$ cat src/spcc_pkg.sv
// Summary of operation
// - Main-loop standby floats the general-purpose output; standby is the reset default.
// - Main loop active: general-purpose output follows the level bit, low or high.
// - Mode low makes dual pins auxiliary outputs; mode high makes them polarity inputs.
// - Aux ratio: high 0 gives 10 or 12.5; high 1 gives 8 or 10.
// - Mode high: polarity input low is positive, high is negative; mode low positive.
// - Mode low selects crystal; mode high with level bit 1 selects external reference.
// - Positive polarity sinks when divided VCO leads, sources when lagging; negative swaps.
// - Main-loop standby also floats the main detector outputs.
package spcc_pkg;

  localparam int SPCC_ADDR_W = 4;
  localparam int SPCC_DATA_W = 32;

  localparam logic [SPCC_ADDR_W-1:0] SPCC_CTRL_OFS = 4'h0;
  localparam logic [SPCC_ADDR_W-1:0] SPCC_AUX_OFS = 4'h4;
  localparam logic [SPCC_ADDR_W-1:0] SPCC_STAT_OFS = 4'h8;

  localparam int SPCC_CTRL_SEC_SBY = 0;
  localparam int SPCC_CTRL_MAIN_SBY = 1;
  localparam int SPCC_CTRL_SEC_FLT = 3;
  localparam int SPCC_CTRL_MAIN_FLT = 4;
  localparam int SPCC_CTRL_LEVEL = 6;
  localparam int SPCC_CTRL_W = 7;
  localparam logic [SPCC_CTRL_W-1:0] SPCC_CTRL_RST = 7'h03;

  localparam int SPCC_AUX_LO_LSB = 0;
  localparam int SPCC_AUX_HI = 2;
  localparam int SPCC_AUX_W = 3;
  localparam logic [SPCC_AUX_W-1:0] SPCC_AUX_RST = 3'h0;

  localparam int SPCC_ST_MODE = 0;
  localparam int SPCC_ST_MPOL = 1;
  localparam int SPCC_ST_SPOL = 2;
  localparam int SPCC_ST_EXTREF = 3;
  localparam int SPCC_ST_GPOE = 4;
  localparam int SPCC_ST_GPLVL = 5;
  localparam int SPCC_ST_AUXEN = 6;

  localparam logic [1:0] SPCC_RESP_OKAY = 2'h0;
  localparam logic [1:0] SPCC_RESP_SLVERR = 2'h2;

  localparam int SPCC_CNT_W = 4;
  localparam logic [SPCC_CNT_W-1:0] SPCC_PER_8 = 4'h8;
  localparam logic [SPCC_CNT_W-1:0] SPCC_PER_10 = 4'hA;
  localparam logic [SPCC_CNT_W-1:0] SPCC_PER_12 = 4'hC;
  localparam logic [SPCC_CNT_W-1:0] SPCC_PER_13 = 4'hD;

  typedef enum logic [1:0] {
    SPCC_WR_IDLE = 2'b00,
    SPCC_WR_RESP = 2'b01
  } spcc_wr_state_t;

endpackage

$ cat src/spcc_aux_div.sv
`timescale 1ns/10ps
module spcc_aux_div
  import spcc_pkg::*;
(
  input wire logic clk,
  input wire logic rst,
  input wire logic en,
  input wire logic ratio_hi,
  input wire logic [1:0] ratio_lo,
  output logic fout
);

  // A ratio of 12.5 alternates periods of 12 and 13 reference cycles.
  logic [SPCC_CNT_W-1:0] cnt_reg;
  logic [SPCC_CNT_W-1:0] cnt_next;
  logic alt_reg;
  logic lo_zero;
  logic [SPCC_CNT_W-1:0] period;
  logic wrap;

  assign lo_zero = (ratio_lo == 2'h0);
  assign period = ratio_hi ? (lo_zero ? SPCC_PER_8 : SPCC_PER_10) :
                  (lo_zero ? SPCC_PER_10 : (alt_reg ? SPCC_PER_13 : SPCC_PER_12));
  assign wrap = (cnt_reg >= period - 4'h1);
  assign cnt_next = wrap ? 4'h0 : cnt_reg + 4'h1;

  always_ff @(posedge clk or posedge rst) begin
    if (rst) begin
      cnt_reg <= 4'h0;
      alt_reg <= 1'b0;
      fout <= 1'b0;
    end else if (!en) begin
      cnt_reg <= 4'h0;
      alt_reg <= 1'b0;
      fout <= 1'b0;
    end else begin
      cnt_reg <= cnt_next;
      if (wrap) begin
        alt_reg <= ~alt_reg;
      end
      fout <= (cnt_next < {1'b0, period[SPCC_CNT_W-1:1]});
    end
  end

endmodule

$ cat src/spcc_top.sv
// The address map and the AXI4-Lite interface to the registers were decided locally.
`timescale 1ns/10ps
module spcc_top
  import spcc_pkg::*;
(
  input wire logic clk,
  input wire logic rst,
  // AXI4-Lite slave.
  input wire logic [SPCC_ADDR_W-1:0] s_axi_awaddr,
  input wire logic s_axi_awvalid,
  output logic s_axi_awready,
  input wire logic [SPCC_DATA_W-1:0] s_axi_wdata,
  input wire logic [3:0] s_axi_wstrb,
  input wire logic s_axi_wvalid,
  output logic s_axi_wready,
  output logic [1:0] s_axi_bresp,
  output logic s_axi_bvalid,
  input wire logic s_axi_bready,
  input wire logic [SPCC_ADDR_W-1:0] s_axi_araddr,
  input wire logic s_axi_arvalid,
  output logic s_axi_arready,
  output logic [SPCC_DATA_W-1:0] s_axi_rdata,
  output logic [1:0] s_axi_rresp,
  output logic s_axi_rvalid,
  input wire logic s_axi_rready,
  // Board pins.
  input wire logic mode_pin_i,
  input wire logic fv_main_i,
  input wire logic fr_main_i,
  output logic gp_out_o,
  output logic gp_out_oe,
  input wire logic dual_pos_i,
  output logic dual_pos_o,
  output logic dual_pos_oe,
  input wire logic dual_neg_i,
  output logic dual_neg_o,
  output logic dual_neg_oe,
  output logic ext_ref_sel_o,
  output logic sec_pol_neg_o,
  output logic main_detector_high_current_src,
  output logic main_detector_high_current_snk,
  output logic main_detector_low_current_src,
  output logic main_detector_low_current_snk
);

  ////////////////////////////////////////////////////////////////////////////////
  // Pin synchronisers.

  logic [1:0] mode_sync_reg;
  logic [1:0] pol_main_sync_reg;
  logic [1:0] pol_sec_sync_reg;
  logic [1:0] fv_sync_reg;
  logic [1:0] fr_sync_reg;
  logic fv_last_reg;
  logic fr_last_reg;

  always_ff @(posedge clk or posedge rst) begin
    if (rst) begin
      mode_sync_reg <= 2'h0;
      pol_main_sync_reg <= 2'h0;
      pol_sec_sync_reg <= 2'h0;
      fv_sync_reg <= 2'h0;
      fr_sync_reg <= 2'h0;
      fv_last_reg <= 1'b0;
      fr_last_reg <= 1'b0;
    end else begin
      mode_sync_reg <= {mode_sync_reg[0], mode_pin_i};
      pol_main_sync_reg <= {pol_main_sync_reg[0], dual_neg_i};
      pol_sec_sync_reg <= {pol_sec_sync_reg[0], dual_pos_i};
      fv_sync_reg <= {fv_sync_reg[0], fv_main_i};
      fr_sync_reg <= {fr_sync_reg[0], fr_main_i};
      fv_last_reg <= fv_sync_reg[1];
      fr_last_reg <= fr_sync_reg[1];
    end
  end

  logic mode_hi;
  assign mode_hi = mode_sync_reg[1];

  ////////////////////////////////////////////////////////////////////////////////
  // Register file state.

  logic [SPCC_CTRL_W-1:0] ctrl_reg;
  logic [SPCC_AUX_W-1:0] aux_reg;
  logic main_sby;
  logic main_flt;
  logic level_bit;
  assign main_sby = ctrl_reg[SPCC_CTRL_MAIN_SBY];
  assign main_flt = ctrl_reg[SPCC_CTRL_MAIN_FLT];
  assign level_bit = ctrl_reg[SPCC_CTRL_LEVEL];

  ////////////////////////////////////////////////////////////////////////////////
  // AXI4-Lite write channel.

  spcc_wr_state_t wr_state_reg;
  spcc_wr_state_t wr_state_next;
  logic aw_hold_reg;
  logic w_hold_reg;
  logic [SPCC_ADDR_W-1:0] awaddr_reg;
  logic [SPCC_DATA_W-1:0] wdata_reg;
  logic wstrb0_reg;
  logic aw_take;
  logic w_take;
  logic wr_fire;
  logic aw_hold_next;
  logic w_hold_next;
  logic bvalid_next;
  logic wr_ctrl_hit;
  logic wr_aux_hit;
  logic wr_map_hit;

  assign aw_take = s_axi_awvalid & s_axi_awready;
  assign w_take = s_axi_wvalid & s_axi_wready;
  assign wr_fire = (wr_state_reg == SPCC_WR_IDLE) & aw_hold_reg & w_hold_reg;
  assign aw_hold_next = (aw_hold_reg | aw_take) & ~wr_fire;
  assign w_hold_next = (w_hold_reg | w_take) & ~wr_fire;
  assign bvalid_next = wr_fire | (s_axi_bvalid & ~s_axi_bready);
  assign wr_ctrl_hit = (awaddr_reg == SPCC_CTRL_OFS);
  assign wr_aux_hit = (awaddr_reg == SPCC_AUX_OFS);
  assign wr_map_hit = wr_ctrl_hit | wr_aux_hit;

  always_comb begin
    wr_state_next = wr_state_reg;
    case (wr_state_reg)
      SPCC_WR_IDLE: begin
        if (wr_fire) begin
          wr_state_next = SPCC_WR_RESP;
        end
      end
      SPCC_WR_RESP: begin
        if (s_axi_bready) begin
          wr_state_next = SPCC_WR_IDLE;
        end
      end
      default: begin
        wr_state_next = SPCC_WR_IDLE;
      end
    endcase
  end

  always_ff @(posedge clk or posedge rst) begin
    if (rst) begin
      wr_state_reg <= SPCC_WR_IDLE;
      aw_hold_reg <= 1'b0;
      w_hold_reg <= 1'b0;
      s_axi_awready <= 1'b0;
      s_axi_wready <= 1'b0;
      s_axi_bvalid <= 1'b0;
      s_axi_bresp <= SPCC_RESP_OKAY;
    end else begin
      wr_state_reg <= wr_state_next;
      aw_hold_reg <= aw_hold_next;
      w_hold_reg <= w_hold_next;
      s_axi_awready <= ~aw_hold_next & ~bvalid_next;
      s_axi_wready <= ~w_hold_next & ~bvalid_next;
      s_axi_bvalid <= bvalid_next;
      if (wr_fire) begin
        s_axi_bresp <= wr_map_hit ? SPCC_RESP_OKAY : SPCC_RESP_SLVERR;
      end
    end
  end

  always_ff @(posedge clk or posedge rst) begin
    if (rst) begin
      awaddr_reg <= 4'h0;
      wdata_reg <= 32'h0;
      wstrb0_reg <= 1'b0;
    end else begin
      if (aw_take) begin
        awaddr_reg <= s_axi_awaddr;
      end
      if (w_take) begin
        wdata_reg <= s_axi_wdata;
        wstrb0_reg <= s_axi_wstrb[0];
      end
    end
  end

  // Only byte lane 0 carries register bits.
  always_ff @(posedge clk or posedge rst) begin
    if (rst) begin
      ctrl_reg <= SPCC_CTRL_RST;
      aux_reg <= SPCC_AUX_RST;
    end else if (wr_fire && wstrb0_reg) begin
      if (wr_ctrl_hit) begin
        ctrl_reg <= wdata_reg[SPCC_CTRL_W-1:0];
      end else if (wr_aux_hit) begin
        aux_reg <= wdata_reg[SPCC_AUX_W-1:0];
      end
    end
  end

  ////////////////////////////////////////////////////////////////////////////////
  // AXI4-Lite read channel.

  logic ar_take;
  logic rvalid_next;
  logic [SPCC_DATA_W-1:0] stat_word;
  logic [SPCC_DATA_W-1:0] rd_word;
  logic rd_hit;

  assign ar_take = s_axi_arvalid & s_axi_arready;
  assign rvalid_next = ar_take | (s_axi_rvalid & ~s_axi_rready);

  logic main_pol_neg_reg;
  logic ext_ref_reg;

  assign stat_word = {25'h0, ~mode_hi, gp_out_o, gp_out_oe, ext_ref_reg,
                      sec_pol_neg_o, main_pol_neg_reg, mode_hi};

  assign rd_hit = (s_axi_araddr == SPCC_CTRL_OFS) | (s_axi_araddr == SPCC_AUX_OFS) |
                  (s_axi_araddr == SPCC_STAT_OFS);
  assign rd_word = (s_axi_araddr == SPCC_CTRL_OFS) ? {25'h0, ctrl_reg} :
                   (s_axi_araddr == SPCC_AUX_OFS) ? {29'h0, aux_reg} :
                   (s_axi_araddr == SPCC_STAT_OFS) ? stat_word : 32'h0;

  always_ff @(posedge clk or posedge rst) begin
    if (rst) begin
      s_axi_arready <= 1'b0;
      s_axi_rvalid <= 1'b0;
      s_axi_rdata <= 32'h0;
      s_axi_rresp <= SPCC_RESP_OKAY;
    end else begin
      s_axi_arready <= ~rvalid_next;
      s_axi_rvalid <= rvalid_next;
      if (ar_take) begin
        s_axi_rdata <= rd_word;
        s_axi_rresp <= rd_hit ? SPCC_RESP_OKAY : SPCC_RESP_SLVERR;
      end
    end
  end

  ////////////////////////////////////////////////////////////////////////////////
  // General-purpose output, reference mode and polarity.

  logic main_pol_neg;
  logic sec_pol_neg;
  assign main_pol_neg = mode_hi & pol_main_sync_reg[1];
  assign sec_pol_neg = mode_hi & pol_sec_sync_reg[1];

  always_ff @(posedge clk or posedge rst) begin
    if (rst) begin
      gp_out_o <= 1'b0;
      gp_out_oe <= 1'b0;
      ext_ref_reg <= 1'b0;
      ext_ref_sel_o <= 1'b0;
      main_pol_neg_reg <= 1'b0;
      sec_pol_neg_o <= 1'b0;
    end else begin
      gp_out_o <= level_bit;
      gp_out_oe <= ~main_sby;
      ext_ref_reg <= mode_hi & level_bit;
      ext_ref_sel_o <= mode_hi & level_bit;
      main_pol_neg_reg <= main_pol_neg;
      sec_pol_neg_o <= sec_pol_neg;
    end
  end

  ////////////////////////////////////////////////////////////////////////////////
  // Auxiliary divider and dual-purpose pins.

  logic aux_fout;
  logic aux_en;
  assign aux_en = ~mode_hi;

  spcc_aux_div u_aux_div (
    .clk(clk),
    .rst(rst),
    .en(aux_en),
    .ratio_hi(aux_reg[SPCC_AUX_HI]),
    .ratio_lo(aux_reg[SPCC_AUX_LO_LSB+1:SPCC_AUX_LO_LSB]),
    .fout(aux_fout)
  );

  // The pins turn to inputs as soon as mode is seen high, even mid-period.
  always_ff @(posedge clk or posedge rst) begin
    if (rst) begin
      dual_pos_o <= 1'b0;
      dual_neg_o <= 1'b0;
      dual_pos_oe <= 1'b0;
      dual_neg_oe <= 1'b0;
    end else begin
      dual_pos_o <= aux_en & aux_fout;
      dual_neg_o <= aux_en & ~aux_fout;
      dual_pos_oe <= aux_en;
      dual_neg_oe <= aux_en;
    end
  end

  ////////////////////////////////////////////////////////////////////////////////
  // Main phase detector.

  logic fv_edge;
  logic fr_edge;
  logic lead_reg;
  logic lag_reg;
  logic lead_next;
  logic lag_next;
  logic pd_float;
  logic pump_snk;
  logic pump_src;

  assign fv_edge = fv_sync_reg[1] & ~fv_last_reg;
  assign fr_edge = fr_sync_reg[1] & ~fr_last_reg;
  assign lead_next = (lead_reg | fv_edge) & ~(lag_reg | fr_edge);
  assign lag_next = (lag_reg | fr_edge) & ~(lead_reg | fv_edge);
  assign pd_float = main_sby | main_flt;
  assign pump_snk = ~pd_float & (main_pol_neg ? lag_next : lead_next);
  assign pump_src = ~pd_float & (main_pol_neg ? lead_next : lag_next);

  always_ff @(posedge clk or posedge rst) begin
    if (rst) begin
      lead_reg <= 1'b0;
      lag_reg <= 1'b0;
      main_detector_high_current_src <= 1'b0;
      main_detector_high_current_snk <= 1'b0;
      main_detector_low_current_src <= 1'b0;
      main_detector_low_current_snk <= 1'b0;
    end else begin
      lead_reg <= lead_next & ~pd_float;
      lag_reg <= lag_next & ~pd_float;
      main_detector_high_current_src <= pump_src;
      main_detector_high_current_snk <= pump_snk;
      main_detector_low_current_src <= pump_src;
      main_detector_low_current_snk <= pump_snk;
    end
  end

endmodule

$ cat config.mk
export PLATFORM = sky130hd
export DESIGN_NAME = spcc_top
export DESIGN_NICKNAME = d
export VERILOG_FILES = /design/src/spcc_pkg.sv /design/src/spcc_aux_div.sv /design/src/spcc_top.sv
export SDC_FILE = /design/constraint.sdc
export NUM_CORES = 1
export LEC_CHECK = 0
export BUFFER_PORTS_ARGS = -buffer_cell sky130_fd_sc_hd__buf_2
export CORE_ASPECT_RATIO = 2
export CORE_MARGIN = 4
export CORE_UTILIZATION = 29
export DETAILED_ROUTE_END_ITERATION = 10
export PLACE_DENSITY_LB_ADDON = 0.1
export SKIP_CTS_REPAIR_TIMING = 1
export SLEW_MARGIN = 20
export SYNTH_ARGS = -nofsm -noshare
export SYNTH_HDL_FRONTEND = slang
export SYNTH_HIERARCHICAL = 1
export SYNTH_SLANG_ARGS = --single-unit
$ cat constraint.sdc
create_clock -name clk -period 3.99 [get_ports clk]
set_clock_uncertainty 0.2 [all_clocks]
set_input_delay 0.798 -clock clk [delete_from_list [all_inputs] [get_ports clk]]
set_output_delay 0.798 -clock clk [all_outputs]
set_load 0.005 [all_outputs]
Word level (Yosys, flattened, before mapping)
Index checks and enable logic that the tools add are counted.
{ "classes": {"n_bitwise": 51, "mux": 19, "n_eq_ne": 6, "magnitude_cmp": 2, "reduce_logical": 9, "n_addsub": 2} }
{ "ops": {"columns": ["cell", "count"], "rows": [
  ["1-bit bitwise AND", 24],
  ["7-bit 2-to-1 mux", 3],
  ["1-bit NOT", 17],
  ["4-bit 2-to-1 mux", 4],
  ["2-bit 2-to-1 mux", 5],
  ["1-bit OR", 10],
  ["4-bit by 3-bit equality test with 1-bit output, second input constant", 2],
  ["4-bit logical NOT", 2],
  ["1-bit 2-to-1 mux", 6],
  ["4-bit by 1-bit adder with 4-bit output, second input constant", 1],
  ["4-bit equality test, second input constant", 1],
  ["4-bit >= comparator", 1],
  ["2-bit logical NOT", 2],
  ["4-bit by 3-bit less-than comparator with 1-bit output", 1],
  ["2-bit inequality test, second input constant", 2],
  ["2-bit case mux with 2 select lines", 1],
  ["2-bit AND reduction", 2],
  ["4-bit by 1-bit subtractor with 4-bit output, second input constant", 1],
  ["3-bit AND reduction", 1],
  ["2-bit by 1-bit equality test with 1-bit output, second input constant", 1],
  ["2-bit nonzero test", 1],
  ["1-bit logical AND", 1]
]} }
{ "word_totals": {"output_inout_bits": 53, "elab_cells": 127, "input_bits": 56, "reg_bits": 97} }

Depth between registers and ports, before layout
{ "logic_depth": {"ltp_word": 8, "mapped_depth": 13, "ltp_nobuf": 13} }

Modules after synthesis
Netlist, hierarchy kept.
{ "modules_own_cells": {"columns": ["module", "seq_area_each_um2", "cells_each", "n_inst", "area_per_inst_um2"], "rows": [
  ["spcc_top", 1579.0, 198, 1, 2548.7],
  ["spcc_aux_div", 150.1, 48, 1, 459.2]
]} }

Least setup slack after synthesis
No wires, ideal clock.
{ "synth_path": {"kind": "register to register", "startpoint": "reg aux_reg[1]", "endpoint": "reg u_aux_div.fout", "synth_period_minus_slack_ps": 2862, "setup_ps": 77, "arrival_ps": 2585, "path_stages_with_launch": 14, "path_slack_ps": 1128, "t_required_ps": 3713, "path_buffers": 0, "cell_sequence": "dfrtp_1 > or2_2 > ha_1 > inv_1 > ha_1 > xnor2_1 > ha_1 > o21a_1 > o2bb2ai_2 > and2_1 > ha_1 > a21oi_1 > o21ai_0 > a21oi_1"} }
{ "synth_via": {"elab_chain_cells": 8, "elab_cells_between_ends": 9, "classes_between": "add/sub (1); order compare (2); mux (5); reduce/logical (1)"} }
{ "synth_rtl": {"columns": ["item", "line", "source"], "rows": [
  ["start, declared", "spcc_top.sv:84", "logic [SPCC_AUX_W-1:0] aux_reg;"],
  ["start signal, assigned", "spcc_top.sv:188", "aux_reg <= wdata_reg[SPCC_AUX_W-1:0];"],
  ["2-bit logical NOT (*)", "spcc_aux_div.sv:21", "assign lo_zero = (ratio_lo == 2'h0);"],
  ["4-bit 2-to-1 mux / 2-bit 2-to-1 mux (equally long branches)", "spcc_aux_div.sv:23, spcc_aux_div.sv:22", null],
  ["4-bit 2-to-1 mux (*)", "spcc_aux_div.sv:22", "assign period = ratio_hi ? (lo_zero ? SPCC_PER_8 : SPCC_PER_10) :"],
  ["4-bit by 1-bit subtractor with 4-bit output", "spcc_aux_div.sv:24", "assign wrap = (cnt_reg >= period - 4'h1);"],
  ["4-bit >= comparator", "spcc_aux_div.sv:24", null],
  ["4-bit 2-to-1 mux", "spcc_aux_div.sv:25", "assign cnt_next = wrap ? 4'h0 : cnt_reg + 4'h1;"],
  ["4-bit by 3-bit less-than comparator with 1-bit output (*)", "spcc_aux_div.sv:41", "fout <= (cnt_next < {1'b0, period[SPCC_CNT_W-1:1]});"],
  ["1-bit 2-to-1 mux (*)", "spcc_aux_div.sv:32", "end else if (!en) begin"],
  ["end signal, assigned", "spcc_aux_div.sv:41", null],
  ["end, declared", "spcc_aux_div.sv:10", "output logic fout"]
]} }
Every way passes the cells marked *; elsewhere a longest branch is shown, timed or not.
A chain may end at the register's enable or synchronous reset.

Worst setup path after layout
Same ends and word-level chain as after synthesis.

==> run_results.csv <==
group,metric,value,unit
synth,yosys_warnings,6,
sta,tightest_slew,0.610,ns
detailed_routing,drt_first_pass_iters,4,
synth,postSynth.asyncResetShare,100,%
global_route,grt_max_degree,29,
synth,ys_ff_latch,69,
critical_path,path_cells,"or2_2, ha_1, inv_1, ha_1, xnor2_1, ha_1, o21a_1, o2bb2ai_2, and2_1, ha_1, a21oi_1, o21ai_0, a21oi_1",
synth,syn_area_per_cell,12.2,sq um
final_layout,nets,370,
clock_network,cts.sinks,69,
sta,drv_slew,0,
global_route,grtUsageTotal,10.5,%
floorplanning,core_area,0.0101,sq mm
power,p_leak,1.80,nW
clock_network,cts_tree,"yes",
synth,synth-xor-area-share,0.874,%
floorplanning,die_area,0.0122,sq mm
synth,synth.top_cell.area_share,55.7,%
hold_path,worstHoldPathType,"reg2reg",
synth,syn_area,0.00301,sq mm
critical_path,worstSetupPathType,"reg2reg",
synth,synth_top_area_cell,"dfrtp_1",
synth,ys_types,43,
status,status,"completed",
floorplanning,row_count,52,
power,worst_ir_drop_vdd,0.000322,V
critical_path,start_kind,"flip-flop",
sta,holdWs,0.145,ns
detailed_routing,drcViolationCount,0,
synth,synth_ff_type,"dfrtp_1",
detailed_routing,totalWireLength,5870,microns
sta,setup_viol,0,
floorplanning,io_pins,109,
placement,place.gp.congestion,0.755,
final_layout,area_delta_synth_final,20.3,%
clock_network,worstSkewPairLatency,0.33,ns
critical_path,crit_buf_inv,1,
sta,min_period,3.18,ns
critical_path,cp_max_fo,4,
sta,slew-limit-headroom,59.3,%
placement,io_buffer_count,53,
detailed_routing,ant_nets,0,
detailed_routing,vias,1862,
synth,seq_area_frac_synth,57.5,%
synth,synth_top_family_by_area,"multiplexers",
detailed_routing,drt_iter0_drc,67,
global_route,first_global_vias,1984,
clock_network,clk_path_buf_depth,2,
global_route,gr-total-overflow,0,
final_layout,antenna_cells,0,
clock_network,cts_root_buf,"clkbuf_16",
final_layout,final_layout_size_suffix_gt1_share,32.3,%
detailed_routing,routedWlPerCell,13.2,microns
floorplanning,initial_core_util,29.6,%
synth,synth_fa_ha_area_share,3.74,%
critical_path,crit_family,"adder cells",
flow_run,maxCapViolCount,0,
global_route,grt_pass1_wl,9750,microns
critical_path,required,4.04,ns
sta,max_freq,315,MHz
critical_path,arrival,3.23,ns
clock_network,cts.htree.levels,3,
clock_network,clk_pin_slew,0.06,ns
synth,synth-simple-area-share,9.94,%
sta,rsz0062_at_grt,"false",
critical_path,endpoint_kind,"flip-flop",
synth,synth-compound-area-share,7.11,%
detailed_routing,vias_per_cell,4.18,
synth,synth.top_cells.by_area,"dfrtp_1, buf_4, mux2_2, ha_1, mux2_4",
global_route,antenna_found_initial,0,
sta,final.period_utilization,79.7,%
sta,hold_viol,0,
final_layout,fin_util,35.6,%
power,power.density,690,mW/mm^2
clock_network,cts_made_buffers,9,
synth,synth.area.mux_share,10.4,%
critical_path,worst_path_max_delay_cell,"dfrtp_1",
synth,synth_edf_count,0,
floorplanning,die_h,152,microns
placement,dpl.hpwl,4620,microns
synth,postSynthCellCount,246,
floorplanning,die_w,80.0,microns
sta,tns,0,ns
critical_path,cpMostUsedCell,"ha_1",
critical_path,cp_slowest_stage_delay,0.41,ns
-- cell usage after synthesis (all sizes together), types with 2 or more instances --
| cell type | n |
|---|---|
| mux2i | 4 |
| nor2 | 10 |
| dfrtp | 67 |
| a32o | 2 |
| inv | 17 |
| o22ai | 2 |
| mux2 | 22 |
| o31ai | 4 |
| nand3 | 2 |
| ha | 9 |
| nor3 | 5 |
| and2 | 4 |
| a211oi | 2 |
| nand2b | 5 |
| dfstp | 2 |
| or2 | 2 |
| nand2 | 15 |
| buf | 32 |
| o21ai | 10 |
| nor2b | 6 |
| xnor2 | 2 |
| a21oi | 7 |
-- cell families after synthesis --
family | count (synthesis)
flops | 69
xor+xnor | 3
other cells | 1
simple gates | 56
mux | 26
fa+ha+maj | 9
buf+inv | 50
compound gates | 32
-- layer usage --
metal	vias to the layer above	global-route usage, %	part of all wire, %
met5	-	0	0
met4	0	5.80	2.4
met3	10	2.73	5.8
met2	55	18.6	55
met1	905	10.9	37
li1	892	-	-
-- final timing paths --
| check | start | endpoint | slack [ns] | cells after the start |
|---|---|---|---|---|
| max in group asynchronous | rst | ctrl_reg[1] | 2.47 | 3 |
| worst max-delay path | aux_reg[1] | u_aux_div/fout | 0.81 | 13 |
| worst max register to register | aux_reg[1] | u_aux_div/fout | 0.81 | 13 |
| worst min-delay path | pol_sec_sync_reg[0] | pol_sec_sync_reg[1] | 0.14 | 0 |
| min in group asynchronous | rst | u_aux_div/alt_reg | 0.20 | 2 |
| worst min register to register | pol_sec_sync_reg[0] | pol_sec_sync_reg[1] | 0.14 | 0 |
-- layout by cell type, fill, tap and decap left out, types with 2 or more instances in the layout --
cell type and instances:
buf_4 2, o31ai_1 4, ha_1 9, a21oi_1 6, bufinv_16 2, a211oi_1 2
buf_2 53, mux2_2 15, conb_1 27, o21ai_0 10, nand3_1 2, nor2_1 10
mux2_4 7, xnor2_1 2, inv_1 16, or2_2 2, dfrtp_1 67, nor3_1 4
nor2b_1 6, nand2b_1 4, mux2i_1 4, o22ai_1 2, clkinv_2 3, nand2_1 15
a32o_1 2, clkbuf_16 9, clkbuf_1 2, dfstp_2 2, and2_1 4
-- report_power, final --
group | switching (W) | total, W | internal, W
Combinational | 0.000301 | 0.000641 | 0.000340
Sequential | 0.000132 | 0.00103 | 0.000898
Clock | 0.000283 | 0.000826 | 0.000544
Total | 0.000716 | 0.00250 | 0.00178
-- final cells by class --
cell class,count,area (sq um)
clock buffers,11,233
clock inverters,5,75.1
fillers,1084,6530
inverters,17,63.8
multi-input cells,153,1070
flip-flops and latches,69,1730
well taps,135,169
repair buffers,55,280
-- metrics by stage --
step	cells	total power, W	setup slack (ns)	cell area (sq um)
floorplan	272	0.00152	1.13	3110
global placement	429	0.00169	0.834	3310
detailed placement	429	0.00171	0.819	3310
CTS	445	0.00255	0.789	3620
global route	445	0.00268	0.643	3620
finish	445	0.00250	0.811	3620
Power figures use the tool's default switching activity.
